File: src/afbh_pkg.sv
// Package for the asynchronous flash bus host controller
package afbh_pkg;
  // Timing, in ns as printed or chosen, and cycles at the 40 MHz clock
  localparam int CLK_PERIOD_NS = 25;
  localparam int RESET_PULSE_MIN_NS = 500;
  localparam int RESET_RECOVERY_DELAY_NS = 50;
  localparam int READY_RECOVERY_DELAY_NS = 50;
  localparam int ACCESS_TIME_NS = 70;
  localparam int WRITE_PULSE_NS = 45;
  localparam int GLITCH_NS = 5;
  localparam int RESET_PULSE_CYC = (RESET_PULSE_MIN_NS + CLK_PERIOD_NS - 1) / CLK_PERIOD_NS;
  localparam int RECOVERY_NS = (RESET_RECOVERY_DELAY_NS > READY_RECOVERY_DELAY_NS) ?
                               RESET_RECOVERY_DELAY_NS : READY_RECOVERY_DELAY_NS;
  localparam int RECOVERY_CYC = (RECOVERY_NS + CLK_PERIOD_NS - 1) / CLK_PERIOD_NS;
  localparam int ACCESS_CYC = (ACCESS_TIME_NS + CLK_PERIOD_NS - 1) / CLK_PERIOD_NS + 1;
  localparam int WRITE_CYC = (WRITE_PULSE_NS + CLK_PERIOD_NS - 1) / CLK_PERIOD_NS;
  localparam int GLITCH_CYC = (GLITCH_NS + CLK_PERIOD_NS - 1) / CLK_PERIOD_NS;
  // Cycles after the strobes rise before a busy line has crossed the synchroniser
  localparam int BUSY_SETTLE_CYC = 2;
  localparam logic [7:0] CNT_ZERO = 8'h00;
  localparam logic [15:0] DATA_RST = 16'h0000;
  localparam logic [19:0] ADDR_RST = 20'h0_0000;

  typedef enum logic [2:0] {
    ST_IDLE = 3'b000,
    ST_SETUP = 3'b001,
    ST_STROBE = 3'b011,
    ST_HOLD = 3'b010,
    ST_RST_LOW = 3'b110,
    ST_RST_REC = 3'b111,
    ST_WAIT_RDY = 3'b101
  } afbh_state_e;

  // Request from user logic
  typedef struct packed {
    logic write;
    logic byte_mode;
    logic [20:0] addr;
    logic [15:0] wdata;
  } afbh_req_s;

  // Pins driven toward the flash
  typedef struct packed {
    logic chip_sel_n;
    logic out_en_n;
    logic wr_en_n;
    logic byte_word_n;
    logic hw_reset_unprotect_n;
    logic unprotect_hv;
    logic addr9_hv;
    logic [19:0] addr_in;
  } afbh_pins_s;
endpackage : afbh_pkg

File: src/afbh_host.sv
// Host controller that drives the asynchronous flash bus pins
// How it works
// - Reset pin held low at least the minimum, then later recovery awaited.
// - After hardware reset wait for ready_busy_n release before any access.
// - Read: address, chip select and output enable low, write enable high.
// - Output enable kept high for the whole of every write.
`timescale 1ns/1ps
`default_nettype none
module afbh_host
  import afbh_pkg::*;
#(
  parameter int RESET_CYC = RESET_PULSE_CYC,
  parameter int REC_CYC = RECOVERY_CYC
)(
  // Clock and reset
  input wire logic I_CLK,
  input wire logic I_RSTN,
  // User request
  input wire logic i_req_valid,
  input wire afbh_req_s i_req,
  input wire logic i_ident,
  input wire logic i_unprotect,
  input wire logic i_hw_reset,
  output logic o_req_ready,
  output logic o_rsp_valid,
  output logic [15:0] o_rsp_data,
  // Flash pins
  output afbh_pins_s o_pins,
  input wire logic [15:0] i_dq,
  output logic [15:0] o_dq,
  output logic [15:0] o_dq_oe_n,
  input wire logic i_ready_busy_n
);
  afbh_state_e st_q, st_d;
  logic [7:0] cnt_q, cnt_d;
  afbh_pins_s pins_q, pins_d;
  logic [15:0] dq_q, dq_d, oen_q, oen_d, rdat_q, rdat_d;
  logic wr_q, wr_d, byte_q, byte_d, rsp_q, rsp_d;
  logic [1:0] rb_sync_q;
  logic [15:0] dq_s1_q, dq_s2_q;
  logic rdy;
  logic ready_q;

  // Two flops ahead of any logic on the asynchronous pins
  always_ff @(posedge I_CLK or negedge I_RSTN)
  begin
    if (!I_RSTN)
    begin
      rb_sync_q <= 2'b00;
      dq_s1_q <= DATA_RST;
      dq_s2_q <= DATA_RST;
    end
    else
    begin
      rb_sync_q <= {rb_sync_q[0], i_ready_busy_n};
      dq_s1_q <= i_dq;
      dq_s2_q <= dq_s1_q;
    end
  end
  assign rdy = rb_sync_q[1];

  always_comb
  begin
    st_d = st_q;
    cnt_d = cnt_q;
    pins_d = pins_q;
    dq_d = dq_q;
    oen_d = oen_q;
    rdat_d = rdat_q;
    wr_d = wr_q;
    byte_d = byte_q;
    rsp_d = 1'b0;
    unique case (st_q)
      ST_IDLE:
      begin
        pins_d.chip_sel_n = 1'b1;
        pins_d.out_en_n = 1'b1;
        pins_d.wr_en_n = 1'b1;
        pins_d.unprotect_hv = i_unprotect;
        oen_d = '1;
        if (i_hw_reset)
        begin
          pins_d.hw_reset_unprotect_n = 1'b0;
          pins_d.unprotect_hv = 1'b0;
          cnt_d = CNT_ZERO;
          st_d = ST_RST_LOW;
        end
        else if (i_req_valid && ready_q)
        begin
          wr_d = i_req.write;
          byte_d = i_req.byte_mode;
          pins_d.byte_word_n = ~i_req.byte_mode;
          pins_d.addr_in = i_req.addr[20:1];
          pins_d.addr9_hv = i_ident && !i_req.write;
          if (i_req.byte_mode)
          begin
            pins_d.addr_in = i_req.addr[20:1];
            dq_d = {i_req.addr[0], 7'h00, i_req.wdata[7:0]};
            oen_d = {1'b0, 7'h7F, {8{~i_req.write}}};
          end
          else
          begin
            pins_d.addr_in = i_req.addr[19:0];
            dq_d = i_req.wdata;
            oen_d = {16{~i_req.write}};
          end
          cnt_d = CNT_ZERO;
          st_d = ST_SETUP;
        end
      end
      ST_SETUP:
      begin
        pins_d.chip_sel_n = 1'b0;
        pins_d.out_en_n = wr_q;
        pins_d.wr_en_n = ~wr_q;
        cnt_d = CNT_ZERO;
        st_d = ST_STROBE;
      end
      ST_STROBE:
      begin
        cnt_d = cnt_q + 8'h01;
        if (!wr_q && cnt_q == 8'(ACCESS_CYC + 2))
        begin
          rdat_d = byte_q ? {8'h00, dq_s2_q[7:0]} : dq_s2_q;
          rsp_d = 1'b1;
          cnt_d = CNT_ZERO;
          pins_d.chip_sel_n = 1'b1;
          pins_d.out_en_n = 1'b1;
          st_d = ST_HOLD;
        end
        else if (wr_q && cnt_q == 8'(WRITE_CYC + GLITCH_CYC))
        begin
          pins_d.wr_en_n = 1'b1;
          pins_d.chip_sel_n = 1'b1;
          cnt_d = CNT_ZERO;
          st_d = ST_HOLD;
        end
      end
      ST_HOLD:
      begin
        oen_d = '1;
        pins_d.addr9_hv = 1'b0;
        cnt_d = cnt_q + 8'h01;
        // A device turns busy only after the write; wait until that has crossed the sync
        if (cnt_q >= 8'(BUSY_SETTLE_CYC))
          st_d = ST_IDLE;
      end
      ST_RST_LOW:
      begin
        cnt_d = cnt_q + 8'h01;
        if (cnt_q >= 8'(RESET_CYC))
        begin
          pins_d.hw_reset_unprotect_n = 1'b1;
          cnt_d = CNT_ZERO;
          st_d = ST_RST_REC;
        end
      end
      ST_RST_REC:
      begin
        cnt_d = cnt_q + 8'h01;
        if (cnt_q >= 8'(REC_CYC))
          st_d = ST_WAIT_RDY;
      end
      ST_WAIT_RDY:
      begin
        if (rdy)
          st_d = ST_IDLE;
      end
      default:
        st_d = ST_IDLE;
    endcase
  end

  always_ff @(posedge I_CLK or negedge I_RSTN)
  begin
    if (!I_RSTN)
    begin
      st_q <= ST_IDLE;
      cnt_q <= CNT_ZERO;
      pins_q <= '{chip_sel_n: 1'b1, out_en_n: 1'b1, wr_en_n: 1'b1, byte_word_n: 1'b1,
                  hw_reset_unprotect_n: 1'b1, unprotect_hv: 1'b0, addr9_hv: 1'b0,
                  addr_in: ADDR_RST};
      dq_q <= DATA_RST;
      oen_q <= '1;
      rdat_q <= DATA_RST;
      wr_q <= 1'b0;
      byte_q <= 1'b0;
      rsp_q <= 1'b0;
    end
    else
    begin
      st_q <= st_d;
      cnt_q <= cnt_d;
      pins_q <= pins_d;
      dq_q <= dq_d;
      oen_q <= oen_d;
      rdat_q <= rdat_d;
      wr_q <= wr_d;
      byte_q <= byte_d;
      rsp_q <= rsp_d;
    end
  end

  // Ready also gates the take, so a request is taken whenever ready was shown and i_hw_reset is low;
  // the price is one more cycle of lag behind the synchronised busy line.
  always_ff @(posedge I_CLK or negedge I_RSTN)
  begin
    if (!I_RSTN)
      ready_q <= 1'b0;
    else
      ready_q <= (st_d == ST_IDLE) && !i_hw_reset && rdy;
  end

  assign o_req_ready = ready_q;
  assign o_rsp_valid = rsp_q;
  assign o_rsp_data = rdat_q;
  assign o_pins = pins_q;
  assign o_dq = dq_q;
  assign o_dq_oe_n = oen_q;
endmodule : afbh_host
`default_nettype wire

File: config.mk
export PLATFORM = sky130hd
export DESIGN_NAME = afbh_host
export DESIGN_NICKNAME = d
export VERILOG_FILES = /design/src/afbh_pkg.sv /design/src/afbh_host.sv
export SDC_FILE = /design/constraint.sdc
export NUM_CORES = 1
export LEC_CHECK = 0
export BUFFER_PORTS_ARGS = -buffer_cell sky130_fd_sc_hd__buf_2
export CORE_MARGIN = 3
export CORE_UTILIZATION = 25
export CTS_BUF_LIST = sky130_fd_sc_hd__clkbuf_2 sky130_fd_sc_hd__clkbuf_4 sky130_fd_sc_hd__clkbuf_8
export DETAILED_ROUTE_END_ITERATION = 7
export PLACE_DENSITY = 0.54
export SETUP_SLACK_MARGIN = 0.2
export SLEW_MARGIN = 20
export SYNTH_ARGS = -nofsm -noshare
export SYNTH_HDL_FRONTEND = slang
export SYNTH_SLANG_ARGS = --single-unit
export TNS_END_PERCENT = 10
File: constraint.sdc
create_clock -name I_CLK -period 2.75 [get_ports I_CLK]
set_input_delay 0.4125 -clock I_CLK [delete_from_list [all_inputs] [get_ports I_CLK]]
set_output_delay 0.4125 -clock I_CLK [all_outputs]
set_load 0.05 [all_outputs]
=== Yosys cells after proc, flatten, opt, wreduce, memory -nomap -nowiden ===
Cells that the tools add are included.

* Multiplexer cells: 35
* Reductions and logical operators: 24
* Order comparisons: 2
* Add/subtract/negate cells: 1
* Bitwise operators: 4
* Eq/ne operators: 17

{| class="wikitable"
|+ Operators with widths
! operator !! number
|-
| 2-to-1 mux 16 bit || 5
|-
| 2-to-1 mux 21 bit || 2
|-
| 2-to-1 mux 8 bit || 5
|-
| one-hot mux 8 bit (5 select lines) || 1
|-
| one-hot mux 16 bit (2 select lines) || 1
|-
| 2-to-1 mux 3 bit || 8
|-
| one-hot mux 3 bit (7 select lines) || 1
|-
| 2-to-1 mux 20 bit || 1
|-
| inequality test 2 bit, second input constant || 7
|-
| AND reduction 3 bit || 4
|-
| == test 3 bit, second input constant || 3
|-
| one-hot mux 3 bit (3 select lines) || 1
|-
| adder 8 x 1 -> 8 bit, second input constant || 1
|-
| == test 8 x 2 -> 1 bit, second input constant || 1
|-
| == test 8 x 3 -> 1 bit, second input constant || 1
|-
| >= comparator 8 x 2 -> 1 bit, second input constant || 1
|-
| >= comparator 8 x 5 -> 1 bit, second input constant || 1
|-
| AND reduction 2 bit || 4
|-
| 2-to-1 mux 1 bit || 7
|-
| == test 3 x 2 -> 1 bit, second input constant || 2
|-
| logical AND 1 bit || 6
|-
| logical NOT 3 bit || 2
|-
| inequality test 3 bit, second input constant || 2
|-
| nonzero test 5 bit || 1
|-
| 8 further kinds || 15
|}

* Flip-flop bits (word level): 124
* Bits of input ports: 62
* Word-level logic and storage cells: 103
* Output and inout port bits: 77

=== Depth between registers and ports, before layout ===
Gate-level depths: netlist of the first run.

* Depth in word-level cells: 8
* Gate-level depth with buffers: 8
* Gate-level depth less buffers: 6

=== Least setup slack after synthesis of the first run ===
No wires, ideal clock.

* Path kind: register -> register
* Start point: reg cnt_q[5]
* End point: reg rdat_q[5] (netlist: o_rsp_data[5])
* Clock period less this slack: 2.029 ns
* Data required time: 2.625 ns
* Cell stages (with the launch flop): 6
* Buffers on the path: 2
* Arrival time: 1.904 ns
* Library setup time: 0.125 ns
* Path slack: 0.721 ns
* Cells stage by stage: dfrtp_1 or3_4 or4_4 buf_6 buf_6 mux2_4

* Cells in the longest elaborated chain, start to end: 3

{| class="wikitable"
|+ RTL lines
! item !! line !! text
|-
| start, declared || afbh_host.sv:35 || <nowiki>logic [7:0] cnt_q, cnt_d;</nowiki>
|-
| start signal, assigned || afbh_host.sv:193 || <nowiki>cnt_q <= cnt_d;</nowiki>
|-
| == test 8 x 3 -> 1 bit || afbh_host.sv:122 || <nowiki>if (!wr_q && cnt_q == 8'(ACCESS_CYC + 2))</nowiki>
|-
| logical AND 1 bit || afbh_host.sv:122 ||
|-
| AND reduction 2 bit (no line) || -- ||
|-
| end signal, assigned || afbh_host.sv:197 || <nowiki>rdat_q <= rdat_d;</nowiki>
|-
| end, declared || afbh_host.sv:37 || <nowiki>logic [15:0] dq_q, dq_d, oen_q, oen_d, rdat_q, rdat_d;</nowiki>
|}

Every way passes these cells.
A chain may end at the register's enable or synchronous reset.

=== Final worst setup path of the first run ===
* Start point: reg st_q[0]
* End point: reg rdat_q[7] (netlist: o_rsp_data[7])

* Cells in the longest elaborated chain, start to end: 2

{| class="wikitable"
|+ RTL lines
! item !! line !! text
|-
| start, declared || afbh_host.sv:34 || <nowiki>afbh_state_e st_q, st_d;</nowiki>
|-
| start signal, assigned || afbh_host.sv:192 || <nowiki>st_q <= st_d;</nowiki>
|-
| == test 3 x 2 -> 1 bit || afbh_host.sv:73 || <nowiki>unique case (st_q)</nowiki>
|-
| AND reduction 2 bit (no line) || -- ||
|}

Every way passes these cells.

==> results of run 1 <==
## flip-flops by register name, indices dropped and copies added (netlist names)
signal and cells:
rb_sync_q 2, o_rsp_data 16, dq_s2_q 16, o_rsp_valid 1, o_dq_oe_n 3, st_q 3
cnt_q 8, dq_s1_q 16, o_req_ready 1, o_pins 27, wr_q 1, o_dq 16
byte_q 1
## kinds of logic after synthesis
group / share of synthesized area
and+or+nand+nor: 0.108
muxes: 0.0952
xor gates and xnor gates: 0.00393
DFF: 0.626
buffers and inverters: 0.0508
adders and majority gates: 0.00843
AOI/OAI and AO/OA: 0.108
## path summary, 6_finish.rpt
path	from	to	depth (start not counted)
max in group asynchronous	I_RSTN	o_pins[22]	3
worst max-delay path	st_q[0]	o_rsp_data[7]	3
worst min-delay path	i_dq[5]	dq_s1_q[5]	1
min in group asynchronous	I_RSTN	dq_s2_q[10]	2
worst min register to register	dq_s1_q[6]	dq_s2_q[6]	0
worst max register to register	st_q[0]	o_rsp_data[7]	3
## per-stage QoR
step	total power, W	hold slack [ps]	utilization	instances
floorplan	0.00377	117	-	382
global placement	0.00431	335	0.305	717
detailed placement	0.00435	335	0.305	717
CTS	0.00532	90.2	0.317	734
global route	0.00557	83.8	0.317	734
finish	0.00524	127	0.317	734
## power breakdown
group / switching (W) / internal [W] / total [W]
Clock: 0.000597 / 0.000351 / 0.000948
Sequential: 0.000279 / 0.00200 / 0.00228
Combinational: 0.00151 / 0.000503 / 0.00201
## cell usage in the layout, fill, tap and decap left out, types with 3 or more instances in the layout
master,Yosys,final
sky130_fd_sc_hd__nand3b_1,3,3
sky130_fd_sc_hd__nand2_1,53,52
sky130_fd_sc_hd__dfrtp_1,103,103
sky130_fd_sc_hd__inv_1,11,11
sky130_fd_sc_hd__buf_2,1,137
sky130_fd_sc_hd__mux2_2,15,15
sky130_fd_sc_hd__clkbuf_8,0,9
sky130_fd_sc_hd__inv_6,0,4
sky130_fd_sc_hd__nand2b_1,18,18
sky130_fd_sc_hd__mux2i_1,21,21
sky130_fd_sc_hd__nor2_1,11,11
sky130_fd_sc_hd__nand3_1,4,4
sky130_fd_sc_hd__ha_1,3,3
sky130_fd_sc_hd__mux2_4,3,3
sky130_fd_sc_hd__o211ai_1,4,4
sky130_fd_sc_hd__a31oi_1,5,5
sky130_fd_sc_hd__o21ai_0,52,52
sky130_fd_sc_hd__a21oi_1,9,9
sky130_fd_sc_hd__dfstp_2,8,8
## what timing repair did
action	in CTS	in global routing
hold buffers	1	0
hold endpoints to repair	31	0
gates resized for setup	0	0
## synthesized netlist by cell type, drive strengths merged
cell type	n
a2111o	1
a2111oi	1
a211o	2
a21oi	9
a22oi	1
a31oi	5
a32oi	1
a41oi	1
and4bb	1
buf	17
clkbuf	14
clkinv	1
dfrtp	103
dfstp	8
ha	3
inv	11
mux2	18
mux2i	21
nand2	53
nand2b	18
nand3	4
nand3b	3
nand4	2
nor2	11
nor3	2
nor4	2
o211ai	4
o21a	1
o21ai	52
o22ai	2
o2bb2ai	1
o31ai	2
o41ai	1
or2	1
or3	1
or3b	1
or4	1
xnor2	2
## area by class of cell
class | instances | share of cell area
Sequential cell | 111 | 0.507
Inverter | 12 | 0.00820
Timing Repair Buffer | 142 | 0.137
Tap cell | 225 | 0.0512
Clock inverter | 7 | 0.0114
Clock buffer | 9 | 0.0225
Multi-Input combinational cell | 228 | 0.263
## per-layer routing
metal,routed length (um),share of wire,GRT usage,up-vias
met1,4290,0.43,0.135,1471
met2,4750,0.47,0.164,97
met3,806,0.080,0.0447,15
met4,166,0.017,0.0366,2
met5,7,0.00070,0,-
li1,-,-,-,1535
==> out/summary.txt, run 1 <==
GRT
--------------------------------------------------------------------------------------------------
Number of global-route vias before repair                                                     3191
Wire length of the first global-routing pass                                              16800 um
Total congestion overflow                                                                        0
GRT Util Overall                                                                             0.106
Initial antenna violation count                                                                  1
Maximum number of pins on one net before global-route repair                                    54

TIMING
--------------------------------------------------------------------------------------------------
Number of pins exceeding their max-slew limit in the final report                                0
Final-report hold violation count                                                                0
Largest clock skew in the final design                                                     8.05 ps
Final critical delay including setup and external delays                                   2160 ps
Measured slew at the worst slew-check pin                                                   774 ps
Period utilization                                                                           0.786
Fmax                                                                                       463 MHz
RSZ-0062 raised after global routing                                                         false
Worst path setup slack after routing                                                        589 ps
Slew Limit Headroom                                                                          0.484
Number of setup violations in the final report                                                   0
Setup TNS after final layout                                                                  0 ps

CRITICAL PATH
--------------------------------------------------------------------------------------------------
CP Data Arrival Time                                                                       2430 ps
Type of the worst setup path                                                          register to register
Cell Chain, Critical Path                                                             or3b_1 > or4_4 > mux2_4
Worst path max stage delay                                                                  670 ps
Data required time of the worst path                                                       3020 ps
Kind of capture point of the worst setup path                                             register
R2R Setup Slk                                                                               590 ps
Top cell family by delay on the critical path                                         simple AND/OR/NAND/NOR gates
Worst path buffer plus inverter count                                                            0
Worst path slowest cell                                                               sky130_fd_sc_hd__or4_4
Launching element type of the critical path                                               register
Maximum fanout along the worst path                                                             25

LAYOUT
--------------------------------------------------------------------------------------------------
Multi-input gate area                                                                     1440 um2
Area growth from synthesis to layout                                                         23.3%
Layout Nets                                                                                    569
Post-route cell area                                                                      5500 um2
Ant diodes                                                                                       0
Sequential cell area in the final layout                                                  2790 um2
Layout cell share with drive strength beyond 1                                               0.369
Filler cell count                                                                             1775

MIN PATH
--------------------------------------------------------------------------------------------------
Classification of the worst-slack hold path                                           input port to register

PWR
--------------------------------------------------------------------------------------------------
PwrDens                                                                                 953 nW/um2
Leakage                                                                                    2.67 nW
IR Drop Worst-Case VDD                                                                    0.508 mV

FLOORPLANNING
--------------------------------------------------------------------------------------------------
Floorplan core area                                                                      17400 um2
Die X                                                                                       140 um
Die Outline Area                                                                         19500 um2
Placement Rows                                                                                  48
Starting Density                                                                             0.257
Height of the die                                                                           140 um
Number of top-level design ports                                                               139

ROUTE
--------------------------------------------------------------------------------------------------
Via density per instance                                                                      4.25
Routed wirelength normalized by instance count                                             13.7 um
Violation count after the first detailed-routing iteration                                      89
Via total after detailed routing                                                              3120
Final wirelength                                                                          10000 um
DRC violations left                                                                              0
Number of detailed-route iterations in the first pass                                            4
Post-route ant nets                                                                              0

CLOCK TREE
--------------------------------------------------------------------------------------------------
Number of sinks driven by the clock tree                                                       111
H-tree depth                                                                                     3
Post-CTS setup buffers                                                                           0
Clk_lat worst skew                                                                          380 ps
Cell chosen for the clock root                                                        sky130_fd_sc_hd__clkbuf_8
Clock transition time at the flip-flop clock pins of the worst setup and hold paths         110 ps
Buffer depth of the longest clock path                                                           2
Clock tree from TritonCTS                                                                      yes
Total clock buffers created by CTS                                                               9

PLACED DESIGN
--------------------------------------------------------------------------------------------------
# port buffers                                                                                 138
Gp weighted congestion                                                                       0.788
Detailed Place HPWL                                                                        7270 um
Worst setup slack after placement                                                           617 ps
DP Area                                                                                   5300 um2

SYNTH
--------------------------------------------------------------------------------------------------
Distinct cell type count of the synthesized netlist                                             42
Register bit total from synthesis                                                              111
Net Count, Synth                                                                               447
Share of the yosys chip area belonging to registers                                          0.626
Top-area cell type share of the netlist area                                                 0.578
Yosys synthesis warning count                                                                    0
Synthesized instance count                                                                     382
Post-synthesis cell type with the largest combined area                               sky130_fd_sc_hd__dfrtp_1
Post-Syn Area                                                                             4460 um2
Dominant cells by area after synthesis                                                sky130_fd_sc_hd__dfrtp_1 (58%), sky130_fd_sc_hd__o21ai_0 (5.8%), sky130_fd_sc_hd__dfstp_2 (4.7%)
Synthesized area per cell                                                                 11.7 um2

JOB
--------------------------------------------------------------------------------------------------
Max cap viols                                                                                    0

STATUS
--------------------------------------------------------------------------------------------------
Status                                                                                   completed

No activity file was read; power rests on OpenSTA's default activity.
==> run 2: changes to the inputs <==
- ABC_AREA: not set -> 1
- clock period: 2.75 -> 2.05 ns (I/O delays scaled with it)
==> out/summary.txt, run 2 <==
SYNTH
--------------------------------------------------------------------------------------------------
Dominant synthesized flop cell                                                        sky130_fd_sc_hd__dfrtp_1
Synthesized area per cell                                                                 9.44 um2
Top-area cell type share of the netlist area                                                 0.567
Distinct cell type count of the synthesized netlist                                             28
EDFF count, synth                                                                                0
Count leader, synth                                                                   sky130_fd_sc_hd__nand2_1
Register bit total from synthesis                                                              111
List of most frequent post-synthesis cells                                            sky130_fd_sc_hd__nand2_1 (169), sky130_fd_sc_hd__dfrtp_1 (103), sky130_fd_sc_hd__inv_1 (36), sky130_fd_sc_hd__nand3_1 (34), sky130_fd_sc_hd__nor2_1 (32)
Synthesized instance count                                                                     482
Dominant cells by area after synthesis                                                sky130_fd_sc_hd__dfrtp_1 (57%), sky130_fd_sc_hd__nand2_1 (14%), sky130_fd_sc_hd__dfstp_2 (4.6%)
Post-Syn Area                                                                             4550 um2
Net Count, Synth                                                                               547
Proportion of synthesized flip-flops having asynchronous set or reset                         1.00
Post-synthesis cell type with the largest combined area                               sky130_fd_sc_hd__dfrtp_1
Share of the yosys chip area belonging to registers                                          0.613
Yosys synthesis warning count                                                                    0

MIN PATH
--------------------------------------------------------------------------------------------------
Classification of the worst-slack hold path                                           input port to register

CRITICAL PATH
--------------------------------------------------------------------------------------------------
Type of the worst setup path                                                          register to register
Worst path slowest cell                                                               sky130_fd_sc_hd__dfrtp_1
Launching element type of the critical path                                               register
Cell Chain, Critical Path                                                             inv_1 > ha_1 > nand2_1 > nor2_1 > nand2_1 > inv_1 > nand2_2 > buf_4 > nand2_1 > o21ai_0
Kind of capture point of the worst setup path                                             register
Top cell family by delay on the critical path                                         buffers and inverters
Worst path max stage delay                                                                  450 ps
Worst path most repeated cell                                                         sky130_fd_sc_hd__nand2_1
CP Data Arrival Time                                                                       1900 ps
Worst path buffer plus inverter count                                                            3
Maximum fanout along the worst path                                                             24
Data required time of the worst path                                                       2300 ps

TIMING
--------------------------------------------------------------------------------------------------
Number of setup violations in the final report                                                   0
Measured slew at the worst slew-check pin                                                   453 ps
Fmax                                                                                       606 MHz
Final-report hold violation count                                                                0
Number of pins exceeding their max-slew limit in the final report                                0
Final critical delay including setup and external delays                                   1650 ps
Worst hold slack                                                                           29.4 ps
Period utilization                                                                           0.805
Slew Limit Headroom                                                                          0.696
RSZ-0062 raised after global routing                                                          true
Setup TNS after final layout                                                                  0 ps
Largest clock skew in the final design                                                     14.4 ps

FLOORPLANNING
--------------------------------------------------------------------------------------------------
Placement Rows                                                                                  48
Die Outline Area                                                                         19900 um2
Floorplan core area                                                                      17500 um2
Number of top-level design ports                                                               139
Starting Density                                                                             0.259
Die X                                                                                       141 um
Height of the die                                                                           141 um

CLOCK TREE
--------------------------------------------------------------------------------------------------
Clock transition time at the flip-flop clock pins of the worst setup and hold paths         110 ps
Post-CTS setup buffers                                                                           0
Number of sinks driven by the clock tree                                                       111
H-tree depth                                                                                     3
Total clock buffers created by CTS                                                               9
Clock tree from TritonCTS                                                                      yes
Cell chosen for the clock root                                                        sky130_fd_sc_hd__clkbuf_8
Buffer depth of the longest clock path                                                           2
Clk_lat worst skew                                                                          370 ps

GRT
--------------------------------------------------------------------------------------------------
Wire length of the first global-routing pass                                              18700 um
Number of global-route vias before repair                                                     3503
GRT Util Overall                                                                             0.117
Total congestion overflow                                                                        0
Maximum number of pins on one net before global-route repair                                    40
Initial antenna violation count                                                                  0

ROUTE
--------------------------------------------------------------------------------------------------
Via total after detailed routing                                                              3552
Number of detailed-route iterations in the first pass                                            4
Via density per instance                                                                      4.20
DRC violations left                                                                              0
Violation count after the first detailed-routing iteration                                     102
Final wirelength                                                                          11500 um
Post-route ant nets                                                                              0
Routed wirelength normalized by instance count                                             13.5 um

PWR
--------------------------------------------------------------------------------------------------
Leakage                                                                                    3.02 nW
IR Drop Worst-Case VDD                                                                    0.842 mV
PwrDens                                                                                1350 nW/um2
Total design power                                                                       0.00768 W

LAYOUT
--------------------------------------------------------------------------------------------------
Leading cell types in the layout, fill and taps excluded                              sky130_fd_sc_hd__nand2_1 (169), sky130_fd_sc_hd__buf_2 (137), sky130_fd_sc_hd__dfrtp_1 (102), sky130_fd_sc_hd__inv_1 (36), sky130_fd_sc_hd__nand3_1 (34)
Area growth from synthesis to layout                                                         24.6%
Filler cell count                                                                             1874
Flip-flop count of the largest register after layout                                            27
Ant diodes                                                                                       0
Most common cell after layout, fill and taps aside                                    sky130_fd_sc_hd__nand2_1
Layout cell share with drive strength beyond 1                                               0.303
Share of the core filled with cells                                                          0.323
Layout Nets                                                                                    681

PLACED DESIGN
--------------------------------------------------------------------------------------------------
Detailed Place HPWL                                                                        8610 um
# port buffers                                                                                 138
Gp weighted congestion                                                                       0.823

JOB
--------------------------------------------------------------------------------------------------
Max cap viols                                                                                    0

STATUS
--------------------------------------------------------------------------------------------------
Status                                                                                   completed

==> run 2: path summary, 6_finish.rpt <==
check	startpoint	end	slack (ps)	cells past startpoint
worst max register to register	cnt_q[0]	o_rsp_data[15]	400	10
worst max-delay path	cnt_q[0]	o_rsp_data[15]	400	10
worst min register to register	dq_s1_q[4]	dq_s2_q[4]	360	0
min in group asynchronous	I_RSTN	o_pins[8]	390	2
worst min-delay path	i_dq[10]	dq_s1_q[10]	30	1
max in group asynchronous	I_RSTN	o_pins[24]	950	3
==> run 2: power by group <==
part	switching, W	leakage, nW	internal, W
Clock	0.000780	0.105	0.000619
Combinational	0.00250	1.50	0.000777
Sequential	0.000344	1.41	0.00266
==> run 2: cell type report <==
cell class / count / area, um2 / area share
clock buffer: 10 / 138 / 0.0243
inverter: 40 / 154 / 0.0272
clock inverter: 6 / 75.1 / 0.0132
sequential: 111 / 2790 / 0.492
timing repair buffer: 150 / 802 / 0.142
multi-input combinational: 304 / 1430 / 0.252
tap: 225 / 282 / 0.0497
==> run 2: cell families after synthesis <==
| logic type | Yosys count | synth area share |
|---|---|---|
| adder cells (fa/ha/maj) | 3 | 0.00825 |
| flip-flops | 111 | 0.613 |
| buffers and inverters | 67 | 0.0734 |
| AO/OA/AOI/OAI | 45 | 0.0652 |
| AND/OR/NAND/NOR | 256 | 0.240 |
==> run 2: worst register-to-register path, cell delays in order, from the launching register on <==
cell and delay [ps]:
sky130_fd_sc_hd__dfrtp_1 450, sky130_fd_sc_hd__inv_1 150, sky130_fd_sc_hd__ha_1 180, sky130_fd_sc_hd__nand2_1 50, sky130_fd_sc_hd__nor2_1 80, sky130_fd_sc_hd__nand2_1 80, sky130_fd_sc_hd__inv_1 90, sky130_fd_sc_hd__nand2_2 70
sky130_fd_sc_hd__buf_4 220, sky130_fd_sc_hd__nand2_1 80, sky130_fd_sc_hd__o21ai_0 70
==> run 2: per-layer routing <==
metal / vias up / part of all wire / routed length (um) / global-route usage
met5: - / 0 / 0 / 0
met4: 0 / 0.014 / 165 / 0.0362
met3: 13 / 0.070 / 798 / 0.0343
met2: 110 / 0.47 / 5370 / 0.189
met1: 1643 / 0.45 / 5120 / 0.153
li1: 1786 / - / - / -
==> run 2: stage by stage <==
step,setup slack (ps),std cells,cell area [um2]
2_1_floorplan,350,482,4550
3_3_place_gp,375,829,5440
3_5_place_dp,300,829,5440
4_1_cts,299,846,5660
5_1_grt,151,846,5670
6_report,400,846,5670
==> run 2: repair_timing <==
action,in CTS,in global routing
gates resized for setup,0,3
hold buffers,1,0
endpoints found under the hold margin,25,0
setup endpoints to repair,0,29
